===== src/udrh_pkg.sv =====
// Package: constants for USB device reset handling block.
// Assumes a 50 MHz clock and line state sampled synchronously.
package udrh_pkg;
    localparam int unsigned CLOCK_HZ          = 50000000;
    // Bus reset must persist this long before it counts (ns)
    localparam int unsigned RESET_DETECT_NS   = 2500;
    localparam int unsigned RESET_DETECT_CYC  =
        (RESET_DETECT_NS * (CLOCK_HZ / 1000000) + 999) / 1000;
    // Spacing of repeated reset interrupt pulses during one bus reset (ns)
    localparam int unsigned RESET_REPEAT_NS   = 1000;
    localparam int unsigned RESET_REPEAT_CYC  =
        (RESET_REPEAT_NS * (CLOCK_HZ / 1000000)) / 1000;
    // Length of internal soft reset pulse (ns)
    localparam int unsigned SOFT_RESET_NS     = 400;
    localparam int unsigned SOFT_RESET_CYC    =
        (SOFT_RESET_NS * (CLOCK_HZ / 1000000) + 19) / 1000 + 1;
    localparam int unsigned COUNT_W           = 8;

    typedef enum logic [1:0] {
        UDRH_IDLE    = 2'b00,
        UDRH_QUALIFY = 2'b01,
        UDRH_ACTIVE  = 2'b10
    } udrh_state_t;
endpackage : udrh_pkg


===== src/udrh_soft_reset.sv =====
// Soft reset sequencer: holds an internal reset for a fixed count.
// Assumes request is a one-cycle write strobe of the control bit.
`timescale 1ns/1ns
module udrh_soft_reset (
    input  wire logic clock,
    input  wire logic reset_n,
    input  wire logic request,
    output logic      busy
);
    logic [udrh_pkg::COUNT_W-1:0] count;
    wire                          lastCycle = (count == udrh_pkg::COUNT_W'(1));

    always_ff @(posedge clock or negedge reset_n) begin
        if (!reset_n) begin
            count <= '0;
            busy  <= 1'b0;
        end else if (request && !busy) begin
            count <= udrh_pkg::COUNT_W'(udrh_pkg::SOFT_RESET_CYC);
            busy  <= 1'b1;
        end else if (busy) begin
            count <= count - udrh_pkg::COUNT_W'(1);
            busy  <= !lastCycle;
        end
    end
endmodule : udrh_soft_reset


===== src/udrh_top.sv =====
// Device-side bus reset detection and soft reset control.
// Assumes dp/dm line levels synchronous to clock; no register bus.
// Functional notes
// - After attach, both data lines low is a bus reset; interrupt may repeat.
// - Reset interrupt pulses only while bus reset signaling lasts.
// - Bus-reset status bit clears itself when host removes reset signaling.
// - Writing one to soft reset bit starts reset; bit self-clears when done.
// - System and power-on resets meet internal timing with no extra sequencing.
`timescale 1ns/1ns
module udrh_top (
    input  wire logic clock,
    input  wire logic reset_n,
    input  wire logic deviceMode,
    input  wire logic attached,
    input  wire logic linePlus,
    input  wire logic lineMinus,
    input  wire logic softResetWrite,
    output logic      resetIrq,
    output logic      busResetStatus,
    output logic      softResetRequestBit,
    output logic      coreReset_n
);
    // Bus reset timeline at 50 MHz:
    //   line low first seen -> qualify span of RESET_DETECT_CYC cycles
    //   qualify span ends   -> first interrupt pulse, status bit set
    //   each RESET_REPEAT_CYC cycles while still low -> another pulse
    //   line released       -> status bit drops on the next edge
    // Repeated pulses are deliberate; software takes each one and
    // waits for the status bit to fall before its own setup.

    // Both data lines low on the pair: single-ended zero
    function automatic logic lineIsLow(
        input logic plus,
        input logic minus
    );
        lineIsLow = !plus && !minus;
    endfunction : lineIsLow

    // Counter load for a span of cycles; zero is the span's last cycle
    function automatic logic [udrh_pkg::COUNT_W-1:0] reloadFor(
        input int unsigned cycles
    );
        reloadFor = udrh_pkg::COUNT_W'(cycles - 1);
    endfunction : reloadFor

    // Down-count by one; callers never step past zero
    function automatic logic [udrh_pkg::COUNT_W-1:0] countDown(
        input logic [udrh_pkg::COUNT_W-1:0] value
    );
        countDown = value - udrh_pkg::COUNT_W'(1);
    endfunction : countDown

    // Soft reset holds while running or on the accepted start edge
    function automatic logic softHeld(
        input logic running,
        input logic starting
    );
        softHeld = running || starting;
    endfunction : softHeld

    udrh_pkg::udrh_state_t        state;
    udrh_pkg::udrh_state_t        next_state;
    logic [udrh_pkg::COUNT_W-1:0] count;
    logic [udrh_pkg::COUNT_W-1:0] next_count;
    logic                         softBusy;

    // Line decode
    wire logic                    seZero;
    wire logic                    linkEnabled;
    wire logic                    resetLine;

    // Phase decode
    wire logic                    countDone;
    wire logic                    inIdle;
    wire logic                    inQualify;
    wire logic                    inActive;
    wire logic                    qualifyDone;
    wire logic                    repeatTick;

    // Soft reset decode
    wire logic                    softStartAccepted;

    // Next values of the output flops
    wire logic                    next_resetIrq;
    wire logic                    next_busResetStatus;
    wire logic                    next_softResetRequestBit;
    wire logic                    next_coreReset_n;

    // Detection is ignored outside device mode or before attach
    assign seZero      = lineIsLow(linePlus, lineMinus);
    assign linkEnabled = deviceMode && attached;
    assign resetLine   = linkEnabled && seZero;

    assign countDone   = (count == '0);
    assign inIdle      = (state == udrh_pkg::UDRH_IDLE);
    assign inQualify   = (state == udrh_pkg::UDRH_QUALIFY);
    assign inActive    = (state == udrh_pkg::UDRH_ACTIVE);
    assign qualifyDone = inQualify && countDone;
    assign repeatTick  = inActive && countDone;

    // Idle keeps the qualify span loaded so a new reset always starts fresh
    assign next_count = inIdle    ? reloadFor(udrh_pkg::RESET_DETECT_CYC) :
                        countDone ? reloadFor(udrh_pkg::RESET_REPEAT_CYC) :
                                    countDown(count);

    // Needs the line still low this cycle: never before or after the reset
    assign next_resetIrq       = resetLine && (qualifyDone || repeatTick);
    // Live level: drops on the first edge with the line released
    assign next_busResetStatus = resetLine && (inActive || qualifyDone);

    // A write while busy is ignored; the running span is not restarted
    assign softStartAccepted        = softResetWrite && !softBusy;
    assign next_softResetRequestBit = softHeld(softBusy, softStartAccepted);
    assign next_coreReset_n         = !softHeld(softBusy, softStartAccepted);

    // Sequencer owns the span length; this module only forms the outputs
    udrh_soft_reset softReset (
        .clock   (clock),
        .reset_n (reset_n),
        .request (softResetWrite),
        .busy    (softBusy)
    );

    // Qualify restarts on any release; a glitch never reaches the
    // interrupt because the whole span must pass with the line low
    always_comb begin
        next_state = state;
        case (state)
            udrh_pkg::UDRH_IDLE: begin
                if (resetLine) begin
                    next_state = udrh_pkg::UDRH_QUALIFY;
                end
            end
            udrh_pkg::UDRH_QUALIFY: begin
                if (!resetLine) begin
                    // Too short to count as a bus reset
                    next_state = udrh_pkg::UDRH_IDLE;
                end else if (countDone) begin
                    next_state = udrh_pkg::UDRH_ACTIVE;
                end
            end
            udrh_pkg::UDRH_ACTIVE: begin
                if (!resetLine) begin
                    next_state = udrh_pkg::UDRH_IDLE;
                end
            end
            default: begin
                next_state = udrh_pkg::UDRH_IDLE;
            end
        endcase
    end

    // Phase register
    // Reset lands in idle so no stale qualify count survives
    always_ff @(posedge clock or negedge reset_n) begin
        if (!reset_n) begin
            state <= udrh_pkg::UDRH_IDLE;
        end else begin
            state <= next_state;
        end
    end

    // Shared counter: qualify span first, then repeat interval
    // Reloaded in idle, so it never wraps through zero there
    always_ff @(posedge clock or negedge reset_n) begin
        if (!reset_n) begin
            count <= '0;
        end else begin
            count <= next_count;
        end
    end

    // Interrupt is a one-cycle pulse straight from a flop
    // Software may see several of them per bus reset
    always_ff @(posedge clock or negedge reset_n) begin
        if (!reset_n) begin
            resetIrq <= 1'b0;
        end else begin
            resetIrq <= next_resetIrq;
        end
    end

    // Status bit follows the live line level once the qualify span has passed
    // Its fall marks the end of the bus reset
    always_ff @(posedge clock or negedge reset_n) begin
        if (!reset_n) begin
            busResetStatus <= 1'b0;
        end else begin
            busResetStatus <= next_busResetStatus;
        end
    end

    // Readback of the soft reset bit
    // Stays high one cycle past the sequencer span
    always_ff @(posedge clock or negedge reset_n) begin
        if (!reset_n) begin
            softResetRequestBit <= 1'b0;
        end else begin
            softResetRequestBit <= next_softResetRequestBit;
        end
    end

    // Internal reset, active low
    // Power-on and system resets come straight from reset_n,
    // which needs no extra sequencing
    always_ff @(posedge clock or negedge reset_n) begin
        if (!reset_n) begin
            coreReset_n <= 1'b0;
        end else begin
            coreReset_n <= next_coreReset_n;
        end
    end

endmodule : udrh_top


===== config.mk =====
export PLATFORM = sky130hd
export DESIGN_NAME = udrh_top
export DESIGN_NICKNAME = d
export VERILOG_FILES = /design/src/udrh_pkg.sv /design/src/udrh_soft_reset.sv /design/src/udrh_top.sv
export SDC_FILE = /design/constraint.sdc
export NUM_CORES = 1
export LEC_CHECK = 0
export ABC_AREA = 1
export BUFFER_PORTS_ARGS = -buffer_cell sky130_fd_sc_hd__buf_2
export CAP_MARGIN = 10
export CELL_PAD_IN_SITES_DETAIL_PLACEMENT = 1
export CELL_PAD_IN_SITES_GLOBAL_PLACEMENT = 1
export CORE_AREA = 2 2 53 55
export DETAILED_ROUTE_END_ITERATION = 10
export DIE_AREA = 0 0 55 57
export HOLD_SLACK_MARGIN = 0.02
export PLACE_DENSITY_LB_ADDON = 0.2
export RECOVER_POWER = 25
export SLEW_MARGIN = 20
export SYNTH_ARGS = -nofsm -noshare
export SYNTH_HDL_FRONTEND = slang
export SYNTH_SLANG_ARGS = --single-unit

===== constraint.sdc =====
create_clock -name clock -period 3.2 [get_ports clock]
set_input_delay 0 -clock clock [delete_from_list [all_inputs] [get_ports clock]]
set_output_delay 0 -clock clock [all_outputs]
set_load 0.03 [all_outputs]

; ---- After elaboration in Yosys (flattened, before gate mapping)
; Index checks and enable logic that the tools add are counted.
[totals]
regBits = 23
inputBits = 7
[op_classes]
add_sub_neg = 2
eq_ne = 6
n_reduce_logical = 20
mux = 11
[op_table]
columns = operator, count
row1 = $mux 8, 4
row2 = $sub 8x1->8 const B, 2
row3 = $eq 8x1->1 const B, 1
row4 = $logic_and 1x1->1, 8
row5 = $logic_not 8->1, 1
row6 = $mux 2, 4
row7 = $pmux 2 s3, 1
row8 = $logic_not 1->1, 5
row9 = $ne 2x2->1 const B, 2
row10 = $logic_or 1x1->1, 3
row11 = $ne 3x3->1 const B, 1
row12 = $reduce_and 3->1, 1
row13 = $eq 2x1->1 const B, 1
row14 = $eq 2x2->1 const B, 1
row15 = $logic_not 2->1, 1
row16 = $mux 1, 2
row17 = $reduce_bool 2->1, 1

; ---- Longest topological paths before layout
; Gate-level depths: netlist (run 1).
[depth]
depth_word = 5
mapped_depth = 7

; ---- Cells and area by module
; Synthesis (run 1) repeated with hierarchy kept, for this count alone.
[unflattened]
hier_cells = 137
area_unflattened_um2 = 1148.6
[by_module_without_submodules]
columns = module, area_each_um2, cells_per_inst, seq_area_each_um2, n_inst
row1 = udrh_top, 670.6, 73, 350.3, 1
row2 = udrh_soft_reset, 478.0, 64, 225.2, 1

; ---- Least setup slack after synthesis (run 1)
; Ideal clock, no wire load.
[synth_timing]
kind = register to register
from = reg count[0] (netlist name)
to = reg count[7] (netlist name)
stages_incl_launch_ff = 8
period_less_slack_ns = 1.188
arrival_time_ns = 1.074
t_required_ns = 3.086
setup_slack_ns = 2.012
cell_sequence = dfrtp_1 -> inv_1 -> ha_1 -> nand3_2 -> nor2_8 -> nor2_4 -> inv_2 -> nor2_2
[synth_via]
elab_chain_len = 3
word_cells_on_any_way = 4
[synth_rtl]
columns = item, line
row1 = "start, declared", udrh_top.sv:63  ; logic [udrh_pkg::COUNT_W-1:0] count;
row2 = "start signal, assigned", udrh_top.sv:169  ; count <= next_count;
row3 = $sub 8x1->8 or $logic_not 8->1 (tied branches), "udrh_top.sv:50, udrh_top.sv:94"
row4 = $mux 8 *, udrh_top.sv:103  ; countDone ? reloadFor(udrh_pkg::RESET_REPEAT_CYC) :
row5 = $mux 8 *, udrh_top.sv:102  ; assign next_count = inIdle ? reloadFor(udrh_pkg::RESET_DETECT_CYC) :
row6 = via next_count (one bit), udrh_top.sv:64  ; logic [udrh_pkg::COUNT_W-1:0] next_count;
; Mark *: on every way through the listed nets, which the timed path passes. The rest lies on a longest branch.
; A chain may end at the register's enable or synchronous reset.

; ---- Worst setup path after layout (run 1)
[layout_timing]
from = in linePlus
to = reg state[1]
[layout_via]
elab_chain_len = 5
word_cells_on_any_way = 9
[layout_rtl]
columns = item, line
row1 = "start, declared", udrh_top.sv:15  ; input wire logic linePlus,
row2 = $logic_not 1->1 *, udrh_top.sv:36  ; lineIsLow = !plus && !minus;
row3 = $logic_and 1x1->1 *, udrh_top.sv:36
row4 = $logic_and 1x1->1 *, udrh_top.sv:92  ; assign resetLine = linkEnabled && seZero;
row5 = "$ne 3x3->1 (no source line), or another cell as far along", -
row6 = $reduce_and 3->1 (no source line) or $pmux 2 s3 (tied branches), -
row7 = "end signal, assigned", udrh_top.sv:157  ; state <= udrh_pkg::UDRH_IDLE;
row8 = "end signal, assigned", udrh_top.sv:159  ; state <= next_state;
row9 = "end, declared", udrh_top.sv:61  ; udrh_pkg::udrh_state_t state;
; Every way passes the cells marked *; elsewhere a longest branch is shown, timed or not.

==> results of run 1 <==
[critical path: cells and delay by family]
kind          cells  cell delay (ns)
buf+inv           3             1.28
simple gates      3             0.51
[routing by layer]
metal	routed length (um)	GRT usage [%]	vias to the layer above
li1	-	-	459
met3	28	2.618	6
met1	935	20.34	437
met2	1295	33.16	5
met4	57	7.666	0
met5	0	0	-
[how the worst min path moves through the flow]
stage / slack (ns) / cells past startpoint / from / to
finish: 0.44 / 3 / softResetWrite / coreReset_n
global route: 0.45 / 3 / softResetWrite / coreReset_n
CTS: 0.20 / 2 / reset_n / softReset.busy
detailed placement: 0.007 / 1 / reset_n / softReset.busy
global placement: 0.003 / 1 / reset_n / softReset.busy
floorplan: -0.30 / 0 / reset_n / busResetStatus
[per-stage QoR]
step / power [mW] / setup slack [ns] / instances / util [%] / cell area, um^2
4_1_cts: 0.7406 / 1.796 / 184 / 49.62 / 1297
3_5_place_dp: 0.6059 / 1.894 / 176 / 47.08 / 1231
5_1_grt: 0.7970 / 1.576 / 184 / 49.57 / 1296
3_3_place_gp: 0.5935 / 1.962 / 176 / 47.08 / 1231
6_report: 0.7294 / 1.640 / 184 / 49.57 / 1296
2_1_floorplan: 0.5473 / 2.012 / 135 / - / 1142
[flip-flops by register name (all words and copies together) (netlist names)]
signal	cells
count	8
softReset.count	8
state	2
busResetStatus	1
coreReset_n	1
resetIrq	1
softReset.busy	1
softResetRequestBit	1
[timing repair]
item                                   CTS  global route
endpoints found under the hold margin   29             0
gates resized for setup                  0             0
hold buffers                             4             0
[placed cells by master, fill, tap and decap left out]
cell	Yosys	routed
a21oi_1	2	2
buf_2	0	9
clkbuf_1	0	2
clkbuf_4	0	3
dfrtp_1	23	23
dlygate4sd3_1	0	4
ha_1	4	4
inv_1	17	17
inv_2	4	4
nand2_1	28	28
nand2_4	1	1
nand3_1	6	6
nand3_2	1	1
nand4_1	4	4
nor2_1	19	19
nor2_2	7	7
nor2_4	2	2
nor2_8	1	1
nor3_1	1	1
o21ai_0	6	6
o21ai_1	6	6
o22ai_1	1	1
xnor2_1	1	1
xor2_1	1	1
[cells by family (layout without fill, tap and decap cells)]
| logic type | Yosys count | count (layout) | synth area share [%] |
|---|---|---|---|
| AO/OA/AOI/OAI | 15 | 15 | 6.682 |
| flip-flops | 23 | 23 | 50.38 |
| adder cells (fa/ha/maj) | 4 | 4 | 4.381 |
| XOR/XNOR | 2 | 2 | 1.534 |
| buffers and inverters | 21 | 39 | 6.900 |
| AND/OR/NAND/NOR | 70 | 70 | 30.12 |
[report_power, final]
part	switching, mW	leakage (nW)	internal [mW]	total (mW)
sequential	0.0476	0.269	0.349	0.396
combinational	0.126	0.363	0.0776	0.203
clock	0.0814	0.0150	0.0485	0.130
total	0.255	0.647	0.475	0.729
[area by class of cell]
class | count | share of cell area (%)
Sequential cell | 23 | 44.40
Multi-Input combinational cell | 91 | 37.64
Timing Repair Buffer | 14 | 6.853
Inverter | 21 | 6.081
Tap cell | 31 | 2.992
Clock buffer | 4 | 2.027
==> metrics.csv, run 1 <==
stage,metric,value,unit
status,status,"complete, no violations",
die,rows,19,
power_and_ir_drop,p_leak,0.6468,nW
timing,drv_slew,0,
clock_tree,postCtsSetupBuffers,0,
global_route,grt_pass1_vias,993,
synthesis,yosysSeqAreaShare,50.38,%
die,die_w,55,um
power_and_ir_drop,irDropWorstVdd,451.7,uV
clock_tree,cts_num_sinks,23,
job,max_cap_violations,0,
timing,fmax,0.6410,GHz
power_and_ir_drop,power_density,562.7,nW/um^2
die,ioPinCount,11,
timing,tns,0,ns
final_layout,antennaDiodeCount,0,
synthesis,syn_avg_cell_area,8.462,um^2
final_layout,area_delta_synth_final,13.47,%
synthesis,syn_area,1142,um^2
global_route,antenna_found_initial,0,
global_route,grt_start_max_net_pins,24,
timing,period_needed,1.560,ns
clock_tree,clk_pin_slew,0.12,ns
timing,worstMarginPinSlew,1.211,ns
timing,rsz0062_at_grt,no,
worst_setup_path,critPathLaunchType,primary input,
die,die_h,57,um
worst_setup_path,cp_max_fo,3,
synthesis,synth_fp_nets,146,
synthesis,synth.top_cells.by_count,"nand2_1, dfrtp_1, nor2_1, inv_1, nor2_2",
detailed_routing,antenna_left,0,
timing,setup_viol,0,
synthesis,yosysMostFrequentCell,nand2_1,
worst_setup_path,endpoint,state[1],
clock_tree,cts_max_path_buffers,2,
worst_setup_path,crit_slowest_cell,dlygate4sd3_1,
synthesis,yosys_warnings,0,
worst_setup_path,worstSetupPathType,in2reg,
worst_setup_path,crit_path_end_kind,register,
detailed_routing,vias,907,
worst_setup_path,worst_ep_required_time,3.44,ns
final_layout,fill_cells,337,
timing,fin_skew,0.001210,ns
placement,hpwl,1.828,mm
final_layout,nets,165,
synthesis,ys_ff_latch,23,
detailed_routing,wire_per_inst,12.59,um
clock_tree,root_buffer,clkbuf_4,
clock_tree,cts_max_level,1,
placement,globalplace.congestion,0.7359,
worst_setup_path,slowest_delay,0.62,ns
global_route,grt_first_pass_wirelength,4.126,mm
worst_setup_path,r2r_end,count[7],
detailed_routing,drt-initial-drc-count,2,
detailed_routing,firstDrtPassIters,2,
clock_tree,clk_latency,0.30,ns
clock_tree,cts_tree,done,
worst_setup_path,arrival,1.80,ns
final_layout,multi_input_area,488.0,um^2
clock_tree,numCtsBuffers,3,
worst_setup_path,crit_top_cell,dlygate4sd3_1,
worst_setup_path,r2r_slack,1.89,ns
synthesis,synth_cell_types,20,
timing,holdWs,0.4379,ns
synthesis,synthTopCellsByArea,"dfrtp_1, nand2_1, nor2_1",
global_route,grt-ovfl-total,0,
detailed_routing,routed_via_density,4.929,
die,core,2615,um^2
synthesis,dominantRegCellSynth,dfrtp_1,
worst_setup_path,cp_cell_sequence,"dlygate4sd3_1, buf_2, nor3_1, dlygate4sd3_1, nand3_1, nor2_1",
placement,io_buffers,10,
worst_setup_path,timing.rr.start,count[0],
timing,fin_crit_sh,48.75,%
final_layout,layout-drive-gt1-share,18.30,%
timing,max-slew-margin-rel,19.28,%
detailed_routing,wirelength,2.316,mm
worst_setup_path,r2r_cells,7,
timing,hold_viol_final,0,
synthesis,synth_cells,135,
die,start_util,43.68,%
synthesis,yosys.area.top_type,dfrtp_1,
hold_path,hp-class,in2reg,
synthesis,synth_edf_count,0,
die,die_area,3135,um^2
synthesis,yosys.area.top_type_share,50.38,%
detailed_routing,drc_errors,0,
synthesis,synthArstFlopShare,100.0,%
final_layout,register_area,575.6,um^2
worst_setup_path,crit_start,linePlus,
global_route,grt_usage,18.25,%
(Power assumes the default switching activity.)
==> run 2: changes to the inputs <==
CORE_AREA = 2 2 55 57   (was 2 2 53 55)
DIE_AREA = 0 0 57 59   (was 0 0 55 57)
clock period = 1.6 ns   (was 3.2 ns; I/O delays follow)
==> run 2 against run 1 <==
Against the previous run: final cell count unchanged; power up 100%; utilization down 1.7 points; clock power up 100%; worst setup slack worse by 1.5 ns; sequential cell count unchanged; sequential share of layout area about the same; first-iteration DRC count rose to 9.5 times the previous value; hold slack better by 0.014 ns; sequential power up 100%; critical path type unchanged; critical endpoint is now busResetStatus; largest power group unchanged.
==> metrics.csv, run 2 (synthesis results as in run 1) <==
stage,metric,value,unit,change
timing,fmax,0.7062,GHz,
final_layout,final_common_cell,nand2_1,,
clock_tree,clk_pin_slew,0.13,ns,about the same
detailed_routing,drt-initial-drc-count,19,,+17
final_layout,fill_cells,333,,-1.2%
worst_setup_path,cp_max_fo,3,,unchanged
global_route,grt_first_pass_wirelength,4.340,mm,+5.2%
detailed_routing,antenna_left,0,,unchanged
die,die_h,59,um,+3.5%
global_route,grt-ovfl-total,0,,unchanged
clock_tree,cts_tree,done,,
worst_setup_path,crit_slowest_cell,dlygate4sd3_1,,
timing,rsz0062_at_grt,no,,
die,die_w,57,um,+3.6%
timing,period_needed,1.416,ns,
clock_tree,numCtsBuffers,3,,unchanged
worst_setup_path,crit_path_end_kind,register,,
final_layout,register_area,575.6,um^2,unchanged
power_and_ir_drop,irDropWorstVdd,739.7,uV,+64%
clock_tree,postCtsSetupBuffers,0,,unchanged
worst_setup_path,crit_top_cell,dlygate4sd3_1,,
detailed_routing,vias,904,,-0.33%
timing,tns,0,ns,unchanged
die,rows,19,,unchanged
clock_tree,root_buffer,clkbuf_4,,
detailed_routing,firstDrtPassIters,3,,+1
detailed_routing,wirelength,2.342,mm,+1.1%
die,start_util,42.15,%,-1.5 points
global_route,grt_pass1_vias,994,,+0.10%
worst_setup_path,worstSetupPathType,in2reg,,
hold_path,hp-class,in2async,,
timing,worstMarginPinSlew,1.234,ns,+0.02304 ns
final_layout,design_area,1297,um^2,about the same
clock_tree,post_cts_resized,0,,unchanged
job,max_cap_violations,0,,unchanged
timing,max-slew-margin-rel,17.75,%,-1.5 points
worst_setup_path,slowest_delay,0.59,ns,-0.03 ns
timing,fin_skew,0.01164,ns,+0.01043 ns
die,ioPinCount,11,,unchanged
global_route,grt_start_max_net_pins,24,,unchanged
final_layout,reg.largest.list,"count x8, softReset.count x8, state x2",,
status,status,"complete, no violations",,
die,die_area,3363,um^2,+7.3%
timing,fin_crit_sh,88.51,%,
timing,hold_viol_final,0,,unchanged
worst_setup_path,worst_ep_required_time,1.84,ns,-1.60 ns
detailed_routing,drc_errors,0,,unchanged
worst_setup_path,critPathLaunchType,primary input,,
timing,setup_viol,0,,unchanged
placement,globalplace.congestion,0.7613,,+3.5%
clock_tree,cts_max_level,1,,unchanged
placement,io_buffers,10,,unchanged
global_route,antenna_found_initial,0,,unchanged
placement,hpwl,1.850,mm,+1.2%
power_and_ir_drop,power_density,1135,nW/um^2,+100%
final_layout,layout-drive-gt1-share,18.95,%,+0.65 points
detailed_routing,wire_per_inst,12.73,um,+1.1%
final_layout,multi_input_area,488.0,um^2,unchanged
clock_tree,cts_num_sinks,23,,unchanged
timing,drv_slew,0,,unchanged
final_layout,nets,165,,unchanged
global_route,grt_usage,16.90,%,-1.3 points
final_layout,antennaDiodeCount,0,,unchanged
final_layout,layout_common_cells,"nand2_1, dfrtp_1, nor2_1",,
clock_tree,clk_latency,0.31,ns,about the same
worst_setup_path,cp_cell_sequence,"dlygate4sd3_1, buf_2, nor3_1, dlygate4sd3_1, nand3_1, nor2_1",,
clock_tree,cts_max_path_buffers,2,,unchanged
power_and_ir_drop,p_leak,0.6496,nW,+0.42%
worst_setup_path,arrival,1.65,ns,-0.15 ns
placement,placed_area,1231,um^2,unchanged
die,core,2710,um^2,+3.6%
detailed_routing,routed_via_density,4.913,,-0.33%
final_layout,area_delta_synth_final,13.58,%,about the same
==> run 2: cell types whose count changed in the layout (fill, tap and decap cells not counted) <==
cell,delta
clkbuf_1,-1
clkinv_2,+1
==> run 2: path summary, 6_finish.rpt <==
| path | startpoint | end | slack (ns) | cells past startpoint |
|---|---|---|---|---|
| worst max-delay path | lineMinus | busResetStatus | 0.18 | 6 |
| worst min-delay path | reset_n | softReset.count[0] | 0.45 | 2 |
| worst max register to register | count[0] | count[7] | 0.29 | 7 |
| worst min register to register | count[0] | count[0] | 0.48 | 1 |
| max in group asynchronous | reset_n | softReset.count[7] | 0.41 | 2 |
| min in group clock | softResetWrite | coreReset_n | 0.46 | 3 |
==> run 2: per-stage QoR <==
step / hold WS [ns] / util [%] / power [mW] / worst slack (ns) / instances
after floorplan: -0.2956 / - / 1.095 / 0.4125 / 135
after global placement: 0.003967 / 45.43 / 1.191 / 0.3586 / 176
after detailed placement: 0.006418 / 45.43 / 1.223 / 0.2909 / 176
after CTS: 0.1840 / 47.92 / 1.504 / 0.2057 / 184
after global routing: 0.4414 / 47.88 / 1.636 / 0.08851 / 184
final: 0.4521 / 47.88 / 1.473 / 0.1839 / 184
==> run 2: per-layer routing <==
layer  up-vias  wire length (um)  global-route usage (%)
li1        457                 -                       -
met1       436              1115                   22.22
met2         7              1147                   27.42
met3         4                53                   3.930
met4         0                26                   6.312
met5         -                 0                       0
==> run 2: layout make-up <==
| type | instances | area share (%) |
|---|---|---|
| tap | 31 | 2.989 |
| sequential | 23 | 44.36 |
| clock inverter | 1 | 0.3857 |
| clock buffer | 3 | 1.736 |
| inverter | 21 | 6.075 |
| timing repair buffer | 14 | 6.847 |
| multi-input combinational | 91 | 37.61 |
==> run 2: critical path: cells and delay by family <==
kind                   cells  cell delay, ns
buffers and inverters      3            1.24
AND/OR/NAND/NOR            3            0.42
==> run 2: repair_timing <==
action,CTS,global route
hold buffers,4,0
endpoints found under the setup margin,0,0
hold endpoints to repair,29,0
==> run 2: where the power goes <==
part	switching (mW)	total [mW]	internal (mW)
clock	0.170	0.263	0.0931
sequential	0.0959	0.793	0.697
combinational	0.257	0.417	0.160
total	0.523	1.47	0.950
==> run 3: changes to the inputs <==
RECOVER_POWER = 100   (was 25)
==> run 3 against run 2 <==
Against the previous run: hold slack worse by 0.0033 ns; clock power about the same; largest power group unchanged; via count unchanged; final cell count unchanged; critical path depth unchanged; clock skew up 0.0011 ns; sequential power about the same; power down 1.1%; largest cell class unchanged; critical endpoint unchanged; design area down 2.2%.
==> metrics.csv, run 3 (synthesis results as in run 1) <==
stage,metric,value,unit,change
worst_setup_path,arrival,1.66,ns,about the same
clock_tree,cts_num_sinks,23,,unchanged
timing,fin_skew,0.01278,ns,+0.001133 ns
power_and_ir_drop,irDropWorstVdd,731.4,uV,-1.1%
power_and_ir_drop,p_sw_share,35.32,%,-0.20 points
worst_setup_path,cp_max_fo,3,,unchanged
final_layout,antennaDiodeCount,0,,unchanged
power_and_ir_drop,p_comb_share,27.7,%,-0.6 points
power_and_ir_drop,power_density,1149,nW/um^2,+1.2%
clock_tree,post_cts_resized,0,,unchanged
detailed_routing,firstDrtPassIters,3,,unchanged
clock_tree,clk_pin_slew,0.13,ns,about the same
detailed_routing,vias,904,,unchanged
die,rows,19,,unchanged
detailed_routing,antenna_left,0,,unchanged
job,max_cap_violations,0,,unchanged
global_route,grt_first_pass_wirelength,4.340,mm,unchanged
placement,hpwl,1.850,mm,unchanged
placement,dp_worst_setup_slack,0.2909,ns,unchanged
detailed_routing,routed_via_density,4.913,,unchanged
detailed_routing,wire_per_inst,12.72,um,about the same
power_and_ir_drop,seqPwrFrac,54.3,%,+0.5 points
clock_tree,postCtsSetupBuffers,0,,unchanged
final_layout,stdcell_count,184,,unchanged
global_route,grt_start_max_net_pins,24,,unchanged
worst_setup_path,critPathLaunchType,primary input,,
placement,globalplace.congestion,0.7613,,unchanged
global_route,grt_pass1_vias,994,,unchanged
die,core,2710,um^2,unchanged
die,die_area,3363,um^2,unchanged
power_and_ir_drop,p_leak,0.6051,nW,-6.8%
die,ioPinCount,11,,unchanged
clock_tree,cts_tree,done,,
placement,dp_cells,176,,unchanged
clock_tree,root_buffer,clkbuf_4,,
worst_setup_path,crit_path_end_kind,register,,
timing,rsz0062_at_grt,no,,
timing,tns,0,ns,unchanged
final_layout,final_common_cell,nand2_1,,
timing,max-slew-margin-rel,18.26,%,+0.51 points
power_and_ir_drop,p_sw,0.5148,mW,-1.6%
die,die_h,59,um,unchanged
detailed_routing,drc_errors,0,,unchanged
worst_setup_path,worstSetupPathType,in2reg,,
timing,fin_crit_sh,88.69,%,+0.18 points
final_layout,reg.largest.list,"count x8, softReset.count x8, state x2",,
clock_tree,numCtsBuffers,3,,unchanged
die,die_w,57,um,unchanged
timing,period_needed,1.419,ns,+0.002910 ns
power_and_ir_drop,clkPwrFrac,18.0,%,about the same
final_layout,layout_common_cells,"nand2_1, dfrtp_1, nor2_1",,
detailed_routing,drt-initial-drc-count,19,,unchanged
hold_path,hp-class,in2async,,
clock_tree,cts_max_path_buffers,2,,unchanged
timing,worstMarginPinSlew,1.226,ns,-0.007648 ns
global_route,antenna_found_initial,0,,unchanged
status,status,"complete, no violations",,
power_and_ir_drop,internal-power,0.9427,mW,-0.76%
global_route,grt_usage,16.90,%,unchanged
die,start_util,42.15,%,unchanged
worst_setup_path,worst_ep_required_time,1.84,ns,about the same
global_route,grt-ovfl-total,0,,unchanged
timing,setup_viol,0,,unchanged
detailed_routing,wirelength,2.341,mm,about the same
timing,drv_slew,0,,unchanged
timing,hold_viol_final,0,,unchanged
final_layout,layout-drive-gt1-share,14.38,%,-4.6 points
timing,fmax,0.7047,GHz,-0.21%
timing,fin_ws,0.1810,ns,-0.002910 ns
final_layout,nets,165,,unchanged
final_layout,area_delta_synth_final,11.06,%,
placement,io_buffers,10,,unchanged
clock_tree,cts_max_level,1,,unchanged
clock_tree,clk_latency,0.31,ns,about the same
==> run 3: cell types whose count changed in the layout (fill, tap and decap cells not counted), moves of 2 or more <==
cell      previous run  this run
o21ai_0              6        11
o21ai_1              6         1
buf_2                9         5
clkbuf_1             1         5
nor2_1              19        21
==> run 3: what timing repair did <==
action / CTS / global route
hold buffers: 4 / 0
setup endpoints to repair: 0 / 0
hold endpoints to repair: 29 / 0
==> run 3: path summary, 6_finish.rpt <==
| kind | start | endpoint | slack (ns) | depth (start not counted) |
|---|---|---|---|---|
| setup / recovery | lineMinus | busResetStatus | 0.18 | 6 |
| hold / removal | reset_n | softReset.count[0] | 0.45 | 2 |
| setup reg to reg | count[0] | count[7] | 0.20 | 7 |
| hold reg to reg | count[0] | count[0] | 0.48 | 1 |
| max in group asynchronous | reset_n | softReset.count[7] | 0.41 | 2 |
| min in group clock | softResetWrite | coreReset_n | 0.46 | 3 |
==> run 3: power groups by stage <==
stage                     Sequential, mW  Clock, mW  Combinational (mW)
after floorplan                    0.788          0               0.307
after global placement             0.800          0               0.391
after detailed placement           0.805          0               0.418
after CTS                          0.793      0.284               0.427
after global routing               0.809      0.311               0.501
final                              0.791      0.262               0.404
==> run 3: stage by stage <==
step | hold WS [ns] | util (%) | total power, mW | area, um^2
after CTS | 0.1840 | 47.92 | 1.504 | 1299
after detailed placement | 0.006418 | 45.43 | 1.223 | 1231
after floorplan | -0.2956 | - | 1.095 | 1142
final | 0.4488 | 46.81 | 1.458 | 1269
after global routing | 0.4414 | 46.81 | 1.622 | 1269
after global placement | 0.003967 | 45.43 | 1.191 | 1231
==> run 3: metal layers <==
metal  vias up  global-route usage (%)  wire length [um]
met2         7                   27.42              1148
met4         0                   6.312                26
met1       436                   22.22              1115
met3         4                   3.930                50
met5         -                       0                 0
li1        457                       -                 -
==> run 3: layout make-up <==
cell class	instances	area, um^2
fill	333	1441
sequential	23	575.6
multi-input combinational	91	464.2
timing repair buffer	14	83.83
inverter	21	78.83
tap	31	38.79
clock buffer	3	22.52
clock inverter	1	5.005
==> run 3: worst max-delay path: stages <==
cell,delay (ns)
dlygate4sd3_1,0.53
buf_2,0.12
nor3_1,0.15
dlygate4sd3_1,0.60
nand3_1,0.14
nor2_1,0.13
